--- config.mk ---
export PLATFORM = sky130hd
export DESIGN_NAME = ddf_channel
export DESIGN_NICKNAME = d
export VERILOG_FILES = /design/src/inc/ddf_pkg.sv /design/src/rtl/ddf_channel.sv /design/src/rtl/ddf_fifo.sv
export SDC_FILE = /design/constraint.sdc
export NUM_CORES = 1
export LEC_CHECK = 0
export BUFFER_PORTS_ARGS = -buffer_cell sky130_fd_sc_hd__buf_2
export CAP_MARGIN = 20
export CORE_MARGIN = 8
export CORE_UTILIZATION = 30
export CTS_CLUSTER_DIAMETER = 100
export CTS_CLUSTER_SIZE = 12
export DETAILED_ROUTE_END_ITERATION = 16
export SLEW_MARGIN = 20
export SYNTH_ARGS = -nofsm -noshare
export SYNTH_HDL_FRONTEND = slang
export SYNTH_HIERARCHICAL = 1
export SYNTH_SLANG_ARGS = --single-unit
--- constraint.sdc ---
create_clock -name core_clk -period 19.6 [get_ports core_clk]
set_input_delay 5.88 -clock core_clk [delete_from_list [all_inputs] [get_ports core_clk]]
set_output_delay 5.88 -clock core_clk [all_outputs]
set_load 0.005 [all_outputs]
--- src/inc/ddf_pkg.sv ---
// Shared constants, descriptor layout and state type of the descriptor DMA channel.
package ddf_pkg;
  localparam int unsigned ADDR_W = 32;
  localparam int unsigned DATA_W = 32;
  localparam int unsigned STAT_W = 8;
  localparam int unsigned EXT_W = 4;
  localparam int unsigned CNT_W = 15;
  localparam int unsigned EVT_W = 16;
  localparam int unsigned FIFO_DEPTH = 16;

  // Descriptor geometry: one descriptor is four little-endian quadlets.
  localparam int unsigned DESC_BYTES = 16;
  localparam int unsigned WORD_BYTES = 4;
  localparam int unsigned DESC_FETCH_WORDS = 3;
  localparam int unsigned PTR_ALIGN_BITS = 4;
  localparam int unsigned DATA_ALIGN_BITS = 2;
  localparam logic [1:0] STATUS_WORD_IDX = 2'h3;

  // Fields of quadlet 0 of a descriptor.
  localparam int unsigned W0_COUNT_LSB = 0;
  localparam int unsigned COUNT_W = 16;
  localparam int unsigned W0_WAIT_LSB = 16;
  localparam int unsigned W0_BRANCH_LSB = 18;
  localparam int unsigned COND_W = 2;
  localparam int unsigned W0_IRQ_BIT = 20;
  localparam int unsigned W0_CMD_LSB = 28;
  localparam int unsigned CMD_W = 4;

  // Field of the status quadlet written back to memory.
  localparam int unsigned SW_STAT_LSB = 16;

  localparam logic [3:0] CMD_OUTPUT = 4'h0;
  localparam logic [3:0] CMD_INPUT = 4'h1;
  localparam logic [3:0] CMD_NOP = 4'h2;
  localparam logic [3:0] CMD_STOP = 4'h3;

  localparam logic [1:0] COND_NEVER = 2'h0;
  localparam logic [1:0] COND_TRUE = 2'h1;
  localparam logic [1:0] COND_FALSE = 2'h2;
  localparam logic [1:0] COND_ALWAYS = 2'h3;

  // Channel status bit positions; bits 3..0 are the external flags.
  localparam int unsigned STAT_ACTIVE_BIT = 4;
  localparam int unsigned STAT_WAIT_BIT = 5;

  localparam logic [31:0] PTR_RESET = 32'h00000000;
  localparam logic [31:0] WORD_RESET = 32'h00000000;
  localparam logic [7:0] STAT_RESET = 8'h00;

  typedef enum logic [5:0] {
    ST_IDLE = 6'b000001,
    ST_FETCH = 6'b000010,
    ST_WAIT = 6'b000100,
    ST_XFER = 6'b001000,
    ST_STATUS = 6'b010000,
    ST_NEXT = 6'b100000
  } ddf_state_t;
endpackage : ddf_pkg

--- src/rtl/ddf_channel.sv ---
// Descriptor-driven DMA channel: fetch, wait, stream transfer, status write and branch.
// Operation
// - Descriptors are fixed 16-byte units
// - At most one interrupt per operation
// - Commands read from, status written to memory
// - Linear descriptor array, branch for jumps
// - One independent channel per data path
// - Optional event reporting of asynchronous changes
// - Wait condition on status suspends channel
// - Input, output, no-op carry conditional branch
// - Target only executes initiator-built commands
// - Little-endian bytes in every quadlet
// - Reserved fields written zero, ignored read
// - Next descriptor pointer 16-byte aligned
// - Low pointer bits treated as reserved
`timescale 1ns/1ps
`default_nettype none
module ddf_channel #(
  parameter logic [7:0] CHANNEL_ID = 8'h00,
  parameter int unsigned FIFO_DEPTH = ddf_pkg::FIFO_DEPTH,
  parameter bit EVENT_EN = 1'b1
) (
  input wire logic core_clk,
  input wire logic rst,
  input wire logic run,
  input wire logic cmd_ptr_load,
  input wire logic [ddf_pkg::ADDR_W-1:0] cmd_ptr_in,
  input wire logic [ddf_pkg::EXT_W-1:0] ext_flags,
  input wire logic [ddf_pkg::STAT_W-1:0] wait_mask,
  input wire logic [ddf_pkg::STAT_W-1:0] wait_value,
  input wire logic [ddf_pkg::STAT_W-1:0] branch_mask,
  input wire logic [ddf_pkg::STAT_W-1:0] branch_value,
  output logic mem_req,
  output logic mem_we,
  output logic [ddf_pkg::ADDR_W-1:0] mem_addr,
  output logic [ddf_pkg::DATA_W-1:0] mem_wdata,
  input wire logic mem_ack,
  input wire logic [ddf_pkg::DATA_W-1:0] mem_rdata,
  output logic tx_valid,
  output logic [ddf_pkg::DATA_W-1:0] tx_data,
  input wire logic tx_ready,
  input wire logic rx_valid,
  input wire logic [ddf_pkg::DATA_W-1:0] rx_data,
  output logic rx_ready,
  output logic active,
  output logic [ddf_pkg::STAT_W-1:0] channel_status,
  output logic [ddf_pkg::ADDR_W-1:0] cmd_ptr,
  output logic irq,
  output logic event_valid,
  output logic [ddf_pkg::EVT_W-1:0] event_data
);
  localparam logic [1:0] LAST_FETCH_IDX = 2'(ddf_pkg::DESC_FETCH_WORDS - 1);
  localparam logic [ddf_pkg::ADDR_W-1:0] DESC_STEP = ddf_pkg::ADDR_W'(ddf_pkg::DESC_BYTES);
  localparam logic [ddf_pkg::ADDR_W-1:0] WORD_STEP = ddf_pkg::ADDR_W'(ddf_pkg::WORD_BYTES);
  localparam int unsigned PA = ddf_pkg::PTR_ALIGN_BITS;
  localparam int unsigned DA = ddf_pkg::DATA_ALIGN_BITS;

  ddf_pkg::ddf_state_t state_reg;
  ddf_pkg::ddf_state_t state_next;

  logic [ddf_pkg::ADDR_W-1:0] ptr_reg;
  logic [ddf_pkg::ADDR_W-1:0] ptr_next;
  logic [ddf_pkg::DATA_W-1:0] w0_reg;
  logic [ddf_pkg::ADDR_W-1:0] data_addr_reg;
  logic [ddf_pkg::ADDR_W-1:0] branch_addr_reg;
  logic [1:0] word_idx_reg;
  logic [ddf_pkg::CNT_W-1:0] fill_cnt_reg;
  logic [ddf_pkg::CNT_W-1:0] drain_cnt_reg;
  logic mem_req_reg;
  logic mem_we_reg;
  logic [ddf_pkg::ADDR_W-1:0] mem_addr_reg;
  logic [ddf_pkg::DATA_W-1:0] mem_wdata_reg;
  logic irq_reg;
  logic event_valid_reg;
  logic [ddf_pkg::EVT_W-1:0] event_data_reg;
  logic [ddf_pkg::EXT_W-1:0] ext_prev_reg;
  logic [ddf_pkg::STAT_W-1:0] status_reg;

  // One masked compare serves both tests; the code picks never, match, mismatch or always.
  function automatic logic cond_eval(input logic [1:0] code,
                                     input logic [ddf_pkg::STAT_W-1:0] st,
                                     input logic [ddf_pkg::STAT_W-1:0] mask,
                                     input logic [ddf_pkg::STAT_W-1:0] value);
    logic match;
    match = ((st ^ value) & mask) == '0;
    case (code)
      ddf_pkg::COND_NEVER: cond_eval = 1'b0;
      ddf_pkg::COND_TRUE: cond_eval = match;
      ddf_pkg::COND_FALSE: cond_eval = !match;
      default: cond_eval = 1'b1;
    endcase
  endfunction : cond_eval

  // Descriptor fields; everything outside them is reserved and ignored.
  wire [ddf_pkg::CMD_W-1:0] cmd_code = w0_reg[ddf_pkg::W0_CMD_LSB +: ddf_pkg::CMD_W];
  wire [1:0] wait_code = w0_reg[ddf_pkg::W0_WAIT_LSB +: ddf_pkg::COND_W];
  wire [1:0] branch_code = w0_reg[ddf_pkg::W0_BRANCH_LSB +: ddf_pkg::COND_W];
  wire irq_en = w0_reg[ddf_pkg::W0_IRQ_BIT];
  wire [ddf_pkg::COUNT_W-1:0] req_bytes = w0_reg[ddf_pkg::W0_COUNT_LSB +: ddf_pkg::COUNT_W];
  // A partial last quadlet still costs a whole word access.
  wire [ddf_pkg::COUNT_W:0] bytes_rounded = {1'b0, req_bytes} + 17'h00003;
  wire [ddf_pkg::CNT_W-1:0] total_words = bytes_rounded[ddf_pkg::COUNT_W:DA];

  wire is_output = cmd_code == ddf_pkg::CMD_OUTPUT;
  wire is_input = cmd_code == ddf_pkg::CMD_INPUT;
  wire is_nop = cmd_code == ddf_pkg::CMD_NOP;
  // Unknown command codes halt the channel like a stop, so a bad list cannot run wild.
  wire is_stop = !(is_output || is_input || is_nop);

  wire st_idle = state_reg == ddf_pkg::ST_IDLE;
  wire st_fetch = state_reg == ddf_pkg::ST_FETCH;
  wire st_wait = state_reg == ddf_pkg::ST_WAIT;
  wire st_xfer = state_reg == ddf_pkg::ST_XFER;
  wire st_status = state_reg == ddf_pkg::ST_STATUS;
  wire st_next = state_reg == ddf_pkg::ST_NEXT;

  // Condition bits exclude the waiting flag so the wait test has no loop.
  wire [ddf_pkg::STAT_W-1:0] cond_vec = {3'b000, !st_idle, ext_flags};
  wire wait_hit = cond_eval(wait_code, cond_vec, wait_mask, wait_value);
  wire branch_hit = cond_eval(branch_code, cond_vec, branch_mask, branch_value);
  wire waiting = st_wait && wait_hit;
  wire [ddf_pkg::STAT_W-1:0] status_vec = {2'b00, waiting, !st_idle, ext_flags};

  // Stream FIFO hookup; its direction follows the current command.
  wire fifo_in_ready;
  wire fifo_out_valid;
  wire [ddf_pkg::DATA_W-1:0] fifo_out_data;
  wire fill_left = fill_cnt_reg != total_words;
  wire drain_left = drain_cnt_reg != total_words;
  wire rx_take = st_xfer && is_input && fill_left && fifo_in_ready;
  wire rd_ack = st_xfer && is_output && mem_req_reg && !mem_we_reg && mem_ack;
  wire fifo_push = rd_ack || (rx_take && rx_valid);
  wire [ddf_pkg::DATA_W-1:0] fifo_in_data = is_output ? mem_rdata : rx_data;
  wire tx_fire = st_xfer && is_output && fifo_out_valid && tx_ready;

  // One read outstanding at most, so free space at issue guarantees room at the ack.
  wire issue_read = st_xfer && is_output && !mem_req_reg && fill_left && fifo_in_ready;
  wire issue_write = st_xfer && is_input && !mem_req_reg && drain_left && fifo_out_valid;
  wire fifo_pop = tx_fire || issue_write;
  wire xfer_done = st_xfer && !drain_left && !mem_req_reg;

  wire issue_fetch = st_fetch && !mem_req_reg;
  wire fetch_last = st_fetch && mem_ack && (word_idx_reg == LAST_FETCH_IDX);
  wire wait_exit = st_wait && run && !is_stop && !wait_hit;
  wire go_xfer = wait_exit && (is_output || is_input);
  wire go_status = (wait_exit && is_nop) || xfer_done;
  // Fetch, data and status accesses share one request port and never overlap.
  wire mem_issue = issue_fetch || issue_read || issue_write || go_status;

  // Memory addresses never use the reserved low pointer bits.
  wire [ddf_pkg::ADDR_W-1:0] desc_base = {ptr_reg[ddf_pkg::ADDR_W-1:PA], PA'(0)};
  wire [ddf_pkg::ADDR_W-1:0] fetch_addr = desc_base | {28'h0000000, word_idx_reg, 2'b00};
  wire [ddf_pkg::ADDR_W-1:0] status_addr = desc_base
                                         | {28'h0000000, ddf_pkg::STATUS_WORD_IDX, 2'b00};
  wire [ddf_pkg::ADDR_W-1:0] data_addr = {data_addr_reg[ddf_pkg::ADDR_W-1:DA], DA'(0)};
  wire [ddf_pkg::ADDR_W-1:0] addr_sel = issue_fetch ? fetch_addr
                                      : go_status ? status_addr : data_addr;
  // Status quadlet: residual count zero, channel status above, reserved bits zero.
  wire [ddf_pkg::DATA_W-1:0] status_word = {8'h00, status_vec, 16'h0000};
  wire [ddf_pkg::DATA_W-1:0] wdata_sel = go_status ? status_word : fifo_out_data;

  // Flushing on entry to a transfer keeps words of an abandoned command out of the next.
  // Only one instance serves one data path; sibling paths get their own channel.
  ddf_fifo #(
    .WIDTH(ddf_pkg::DATA_W),
    .DEPTH(FIFO_DEPTH)
  ) u_fifo (
    .core_clk(core_clk),
    .rst(rst),
    .clear(go_xfer),
    .in_valid(fifo_push),
    .in_ready(fifo_in_ready),
    .in_data(fifo_in_data),
    .out_valid(fifo_out_valid),
    .out_ready(fifo_pop),
    .out_data(fifo_out_data)
  );

  // Run is looked at only between commands, so a transfer in flight always finishes.
  always_comb begin
    state_next = state_reg;
    unique case (state_reg)
      ddf_pkg::ST_IDLE: begin
        if (run) begin
          state_next = ddf_pkg::ST_FETCH;
        end
      end
      ddf_pkg::ST_FETCH: begin
        if (fetch_last) begin
          state_next = ddf_pkg::ST_WAIT;
        end
      end
      ddf_pkg::ST_WAIT: begin
        if (!run || is_stop) begin
          state_next = ddf_pkg::ST_IDLE;
        end else if (go_xfer) begin
          state_next = ddf_pkg::ST_XFER;
        end else if (go_status) begin
          state_next = ddf_pkg::ST_STATUS;
        end
      end
      ddf_pkg::ST_XFER: begin
        if (xfer_done) begin
          state_next = ddf_pkg::ST_STATUS;
        end
      end
      ddf_pkg::ST_STATUS: begin
        if (mem_ack) begin
          state_next = ddf_pkg::ST_NEXT;
        end
      end
      ddf_pkg::ST_NEXT: begin
        state_next = run ? ddf_pkg::ST_FETCH : ddf_pkg::ST_IDLE;
      end
    endcase
  end

  // Sequential walk through the list unless the embedded branch is taken.
  always_comb begin
    ptr_next = ptr_reg;
    if (st_idle && cmd_ptr_load) begin
      ptr_next = {cmd_ptr_in[ddf_pkg::ADDR_W-1:PA], PA'(0)};
    end else if (st_next && branch_hit) begin
      ptr_next = {branch_addr_reg[ddf_pkg::ADDR_W-1:PA], PA'(0)};
    end else if (st_next) begin
      ptr_next = desc_base + DESC_STEP;
    end
  end

  always_ff @(posedge core_clk or posedge rst) begin
    if (rst) begin
      state_reg <= ddf_pkg::ST_IDLE;
      ptr_reg <= ddf_pkg::PTR_RESET;
    end else begin
      state_reg <= state_next;
      ptr_reg <= ptr_next;
    end
  end

  // Descriptor capture; quadlets arrive least significant byte first.
  always_ff @(posedge core_clk or posedge rst) begin
    if (rst) begin
      w0_reg <= ddf_pkg::WORD_RESET;
      branch_addr_reg <= ddf_pkg::PTR_RESET;
      word_idx_reg <= 2'h0;
    end else if (st_fetch && mem_ack) begin
      word_idx_reg <= fetch_last ? 2'h0 : word_idx_reg + 2'h1;
      if (word_idx_reg == 2'h0) begin
        w0_reg <= mem_rdata;
      end
      if (word_idx_reg == 2'h2) begin
        branch_addr_reg <= mem_rdata;
      end
    end
  end

  // The data address walks one quadlet per access; its low bits never reach the bus.
  always_ff @(posedge core_clk or posedge rst) begin
    if (rst) begin
      data_addr_reg <= ddf_pkg::PTR_RESET;
    end else if (st_fetch && mem_ack && word_idx_reg == 2'h1) begin
      data_addr_reg <= mem_rdata;
    end else if (issue_read || issue_write) begin
      data_addr_reg <= data_addr + WORD_STEP;
    end
  end

  // Fill counts words requested or accepted, drain counts words handed on.
  always_ff @(posedge core_clk or posedge rst) begin
    if (rst) begin
      fill_cnt_reg <= '0;
      drain_cnt_reg <= '0;
    end else if (go_xfer) begin
      fill_cnt_reg <= '0;
      drain_cnt_reg <= '0;
    end else begin
      if (issue_read || (rx_take && rx_valid)) begin
        fill_cnt_reg <= fill_cnt_reg + 1'b1;
      end
      if (fifo_pop) begin
        drain_cnt_reg <= drain_cnt_reg + 1'b1;
      end
    end
  end

  // The request is held until the memory answers with a one-cycle ack.
  always_ff @(posedge core_clk or posedge rst) begin
    if (rst) begin
      mem_req_reg <= 1'b0;
      mem_we_reg <= 1'b0;
      mem_addr_reg <= ddf_pkg::PTR_RESET;
      mem_wdata_reg <= ddf_pkg::WORD_RESET;
    end else if (mem_issue) begin
      mem_req_reg <= 1'b1;
      mem_we_reg <= issue_write || go_status;
      mem_addr_reg <= addr_sel;
      mem_wdata_reg <= wdata_sel;
    end else if (mem_ack) begin
      mem_req_reg <= 1'b0;
    end
  end

  // The processor hears of a command only once, when its status is in memory.
  always_ff @(posedge core_clk or posedge rst) begin
    if (rst) begin
      irq_reg <= 1'b0;
    end else begin
      irq_reg <= st_status && mem_ack && irq_en;
    end
  end

  // Flag changes are reported with the channel number for a shared event channel.
  always_ff @(posedge core_clk or posedge rst) begin
    if (rst) begin
      ext_prev_reg <= '0;
      event_valid_reg <= 1'b0;
      event_data_reg <= '0;
      status_reg <= ddf_pkg::STAT_RESET;
    end else begin
      ext_prev_reg <= ext_flags;
      event_valid_reg <= EVENT_EN && (ext_flags != ext_prev_reg);
      event_data_reg <= {CHANNEL_ID, status_vec};
      // The visible status lags the live vector by one cycle, unlike active and the stream handshake outputs.
      status_reg <= status_vec;
    end
  end

  // Stream handshake outputs are decoded from state; the memory request and data outputs come from registers.
  assign mem_req = mem_req_reg;
  assign mem_we = mem_we_reg;
  assign mem_addr = mem_addr_reg;
  assign mem_wdata = mem_wdata_reg;
  assign tx_valid = st_xfer && is_output && fifo_out_valid;
  assign tx_data = fifo_out_data;
  assign rx_ready = rx_take;
  assign active = !st_idle;
  assign channel_status = status_reg;
  assign cmd_ptr = ptr_reg;
  assign irq = irq_reg;
  assign event_valid = event_valid_reg;
  assign event_data = event_data_reg;
endmodule : ddf_channel
`default_nettype wire

--- src/rtl/ddf_fifo.sv ---
// Synchronous FIFO that buffers the stream words of one channel.
`timescale 1ns/1ps
`default_nettype none
module ddf_fifo #(
  parameter int unsigned WIDTH = 32,
  parameter int unsigned DEPTH = 16
) (
  input wire logic core_clk,
  input wire logic rst,
  input wire logic clear,
  input wire logic in_valid,
  output logic in_ready,
  input wire logic [WIDTH-1:0] in_data,
  output logic out_valid,
  input wire logic out_ready,
  output logic [WIDTH-1:0] out_data
);
  localparam int unsigned AW = (DEPTH > 1) ? $clog2(DEPTH) : 1;
  localparam logic [AW:0] FULL_COUNT = (AW+1)'(DEPTH);
  localparam logic [AW-1:0] LAST_PTR = AW'(DEPTH - 1);

  logic [WIDTH-1:0] mem_array [DEPTH];
  logic [AW-1:0] wr_ptr_reg;
  logic [AW-1:0] rd_ptr_reg;
  logic [AW:0] count_reg;
  wire push;
  wire pop;

  assign in_ready = count_reg != FULL_COUNT;
  assign out_valid = count_reg != '0;
  assign push = in_valid && in_ready;
  assign pop = out_valid && out_ready;
  assign out_data = mem_array[rd_ptr_reg];

  // Storage is left unreset; only the pointers and the count say what is valid.
  always_ff @(posedge core_clk) begin
    if (push) begin
      mem_array[wr_ptr_reg] <= in_data;
    end
  end

  always_ff @(posedge core_clk or posedge rst) begin
    if (rst) begin
      wr_ptr_reg <= '0;
      rd_ptr_reg <= '0;
      count_reg <= '0;
    end else if (clear) begin
      wr_ptr_reg <= '0;
      rd_ptr_reg <= '0;
      count_reg <= '0;
    end else begin
      if (push) begin
        wr_ptr_reg <= (wr_ptr_reg == LAST_PTR) ? '0 : wr_ptr_reg + 1'b1;
      end
      if (pop) begin
        rd_ptr_reg <= (rd_ptr_reg == LAST_PTR) ? '0 : rd_ptr_reg + 1'b1;
      end
      count_reg <= count_reg + (AW+1)'(push) - (AW+1)'(pop);
    end
  end
endmodule : ddf_fifo
`default_nettype wire
==> flow_summary.rst <==
.. list-table::
   :header-rows: 1

   * - Metric
     - Value
   * - Layout Nets
     - 2758
   * - Final standard cell area without fillers
     - 0.0383 sq mm
   * - Gp weighted congestion
     - 0.826
   * - Number of buffers inserted by port buffering
     - 275
   * - Number of antenna violations at the first check in global routing
     - 16
   * - Placeable Area
     - 0.111 sq mm
   * - First-pass iteration count of the detailed router
     - 6
   * - Post-synthesis cell type with the largest combined area
     - sky130_fd_sc_hd__edfxtp_1
   * - Leading cell types by count after synthesis
     - sky130_fd_sc_hd__edfxtp_1 (512), sky130_fd_sc_hd__dfrtp_1 (233), sky130_fd_sc_hd__nand2_1 (170)
   * - Clock tree from TritonCTS
     - done
   * - Area after DPL
     - 0.0361 sq mm
   * - Setup CP Type
     - reg -> out
   * - CP Capture Type
     - output pin
   * - Hold path startpoint
     - branch_addr_reg[16]
   * - Largest stage delay on the critical path
     - 850 ps
   * - PwrDens
     - 112 mW/mm^2
   * - Detailed-route vias per instance
     - 5.07
   * - Slew of the pin with the lowest slew margin
     - 1170 ps
   * - Number of flip-flops under the largest register name
     - 512
   * - Quantity of gates resized following cts
     - 0
   * - Count of different cell masters after synthesis
     - 90
   * - Fin crit period
     - 10590 ps
   * - Endpoint with the worst hold slack
     - branch_addr_reg[16]
   * - Syn_area_per_cell
     - 14.0 sq um
   * - Starting density of the core
     - 0.302
   * - Final Total Pwr
     - 4.28 mW
   * - Skew-Pair Late Insertion Delay
     - 640 ps
   * - First-pass GRT wire length
     - 144000 microns
   * - All-layer global routing usage
     - 0.158
   * - Most used flip-flop cell after synthesis
     - sky130_fd_sc_hd__edfxtp_1
   * - Clock Power Share
     - 0.314
   * - Site row count
     - 122
   * - Fraction of synthesis flops using an asynchronous set or reset pin
     - 0.314
   * - Worst Setup Start Kind
     - flip-flop
   * - Hold violation total from the final report
     - 0
   * - Inserted Clock Buffers
     - 73
   * - Number of nets with antenna violations after detailed routing
     - 0
   * - Max-slew violation total from the final report
     - 0
   * - Switching power
     - 1.26 mW
   * - Filler cells
     - 10700
   * - Synth-to-layout area growth
     - 14.4%
   * - H-Tree Depth
     - 3
   * - Number of instances in the synthesized netlist
     - 2383
   * - Root Buffer Master
     - sky130_fd_sc_hd__clkbuf_16
   * - Critical path buffer and inverter count
     - 4
   * - Final Setup Violations
     - 0
   * - Share of the synthesized area in the top cell type
     - 0.460
   * - Half-perimeter wire length after detailed placement
     - 64800 microns
   * - Sequential cell fraction of total power
     - 0.494
   * - Standby leakage power
     - 13.4 nW
   * - Count of flip-flops with a built-in enable after synthesis
     - 512
   * - Leading cell types by total area after synthesis
     - sky130_fd_sc_hd__edfxtp_1 (46%), sky130_fd_sc_hd__dfrtp_1 (17%), sky130_fd_sc_hd__mux2i_1 (4.2%)
   * - Worst Slack Setup Final
     - 9010 ps
   * - Share of total power consumed by net switching
     - 0.294
   * - Maximum achievable frequency
     - 94.4 MHz
   * - Critical Path RT
     - 13720 ps
   * - Die span in y
     - 350 microns
   * - Unrepaired setup endpoints after global routing
     - no
   * - Worst slack at placement
     - 9660 ps
   * - Largest clock skew in the final design
     - 40.4 ps
   * - Slew headroom
     - 0.219
   * - Final WL
     - 99600 microns
   * - Register-to-Register Setup Slack
     - 14830 ps
   * - Worst IR Drop VDD
     - 0.0599 mV
   * - Vias in the first global route
     - 20700
   * - Aggregate negative setup slack
     - 0 ps
   * - Post-synthesis sequential area ratio
     - 0.635
   * - Final period utilization
     - 0.540
   * - Chip width
     - 350 microns
   * - Clk slew on worst S/H paths
     - 70 ps
   * - Hold Buf Count CTS
     - 0
   * - Highest-delay cell along the critical path
     - sky130_fd_sc_hd__buf_4
   * - Reg-to-reg critical path endpoint
     - u_fifo/mem_array[8][20]
   * - Gate family responsible for the most delay along the worst path
     - buffers and inverters
   * - Via total after detailed routing
     - 21000
   * - Yosys warnings
     - 6
   * - Start point of the critical path
     - u_fifo/rd_ptr_reg[0]
   * - Buffers inserted during post-CTS setup optimization
     - 0
   * - Final global-route overflow total
     - 0
   * - Die area
     - 0.122 sq mm
   * - Highest fanout seen on the critical path
     - 53
   * - Most used standard cell by instance count after synthesis
     - sky130_fd_sc_hd__edfxtp_1
   * - Start of the worst register-to-register path
     - w0_reg[0]
   * - Count of boundary I/O pins
     - 298
   * - Wire per inst
     - 24.1 microns
   * - Cell repeated most along the worst path
     - sky130_fd_sc_hd__buf_4
   * - Combinational Power Share
     - 0.192
   * - Cell chain of the critical path
     - buf_4 > buf_4 > buf_4 > mux4_2 > a22oi_1 > nand2_1 > buf_2
   * - Type of the most critical hold path
     - reg -> reg
   * - Total of max-cap violations
     - 0
   * - Syn Std Cell Area
     - 0.0334 sq mm
   * - Maximum number of pins on one net before global-route repair
     - 109
   * - Count of unresolved DRC violations after routing
     - 0
   * - Data arrival at the endpoint of the critical path
     - 4710 ps
   * - Longest Clk Path Bufs
     - 3
   * - Fraction of layout instances using a drive strength above 1
     - 0.244
   * - Iteration-0 DRC count of the detailed router
     - 1880
   * - Total of flip-flops plus latches after synthesis
     - 746
   * - Number of cells on the worst reg-to-reg path
     - 12
   * - CTS Sinks
     - 746
   * - Final Core Density
     - 0.346
   * - Cell count of the worst hold path
     - 1
   * - Internal power
     - 3.02 mW
   * - Result of the run
     - complete, no violations
## power by group through the flow
stage / Sequential (mW) / Clock [mW] / Combinational (mW)
3_5_place_dp: 2.14 / 0 / 0.831
2_1_floorplan: 2.07 / 0 / 0.595
3_3_place_gp: 2.14 / 0 / 0.816
4_1_cts: 2.11 / 1.38 / 0.833
5_1_grt: 2.14 / 1.43 / 0.903
6_report: 2.11 / 1.34 / 0.820
## worst max path at each step
stage / end / slack, ps / depth (start not counted)
floorplan: branch_addr_reg[10] / 7670 / 1
global placement: tx_data[2] / 9650 / 7
detailed placement: tx_data[2] / 9660 / 7
CTS: tx_data[2] / 8940 / 7
global route: tx_data[1] / 8720 / 7
finish: tx_data[2] / 9010 / 7
## kinds of logic (layout without fill, tap and decap cells)
kind of cell    Yosys count  in the layout  share of synthesized area
flops                   746            746                      0.635
mux                     333            333                      0.131
fa+ha+maj                16             16                    0.00621
xor+xnor                 89             89                     0.0233
other cells               1             26                   0.000112
compound gates          397            397                     0.0803
buf+inv                 239            484                     0.0396
simple gates            562            562                     0.0844
## cell type report
class	instances	area, sq um	share of cell area
Clock inverter	9	188	0.00491
Sequential cell	746	21200	0.555
Timing Repair Buffer	317	1700	0.0445
Clock buffer	108	2000	0.0523
Inverter	50	195	0.00510
Multi-Input combinational cell	1415	11100	0.289
Tap cell	1488	1860	0.0487
Antenna cell	8	20.0	0.000523
## per-layer routing
metal  vias up  track usage  wire [microns]
met3       169       0.0232            5610
met4         6       0.0548            3440
met5         -            0              41
met1     10700        0.204           41400
li1       9435            -               -
met2       657        0.272           49100
## placed cells by master (no fill, tap or decap), types with 22 or more instances in the layout
| cell | synthesis | final |
|---|---|---|
| sky130_fd_sc_hd__a21oi_1 | 78 | 78 |
| sky130_fd_sc_hd__a22oi_1 | 107 | 107 |
| sky130_fd_sc_hd__a31oi_1 | 25 | 25 |
| sky130_fd_sc_hd__and3_1 | 30 | 26 |
| sky130_fd_sc_hd__buf_2 | 21 | 275 |
| sky130_fd_sc_hd__buf_4 | 65 | 41 |
| sky130_fd_sc_hd__clkbuf_1 | 80 | 33 |
| sky130_fd_sc_hd__clkbuf_16 | 0 | 75 |
| sky130_fd_sc_hd__dfrtp_1 | 233 | 230 |
| sky130_fd_sc_hd__edfxtp_1 | 512 | 512 |
| sky130_fd_sc_hd__inv_1 | 49 | 48 |
| sky130_fd_sc_hd__mux2_2 | 105 | 105 |
| sky130_fd_sc_hd__mux2_4 | 22 | 22 |
| sky130_fd_sc_hd__mux2i_1 | 142 | 141 |
| sky130_fd_sc_hd__mux4_2 | 60 | 60 |
| sky130_fd_sc_hd__nand2_1 | 170 | 170 |
| sky130_fd_sc_hd__nand3_1 | 131 | 130 |
| sky130_fd_sc_hd__nor2_1 | 92 | 90 |
| sky130_fd_sc_hd__o21ai_0 | 75 | 75 |
| sky130_fd_sc_hd__xnor2_1 | 60 | 60 |
| sky130_fd_sc_hd__xor2_1 | 29 | 29 |
## worst reg2reg max path: stages (launching register included)
cell and delay, ps:
sky130_fd_sc_hd__dfrtp_1 480, sky130_fd_sc_hd__o211a_1 460, sky130_fd_sc_hd__nand4_4 250, sky130_fd_sc_hd__xnor2_1 180
sky130_fd_sc_hd__mux2_2 270, sky130_fd_sc_hd__nand4b_2 150, sky130_fd_sc_hd__nor2_2 90, sky130_fd_sc_hd__or2_2 320
sky130_fd_sc_hd__o32ai_1 340, sky130_fd_sc_hd__nand2_1 370, sky130_fd_sc_hd__nor3b_1 470, sky130_fd_sc_hd__and2_2 530
sky130_fd_sc_hd__buf_4 480
## per-stage QoR
| stage | hold WS, ps | std cells |
|---|---|---|
| after floorplan | 449 | 2400 |
| after global placement | 483 | 4015 |
| after detailed placement | 489 | 4016 |
| after CTS | 503 | 4133 |
| after global routing | 523 | 4134 |
| final | 503 | 4141 |
Note: power is estimated with default switching activity, not from simulation.
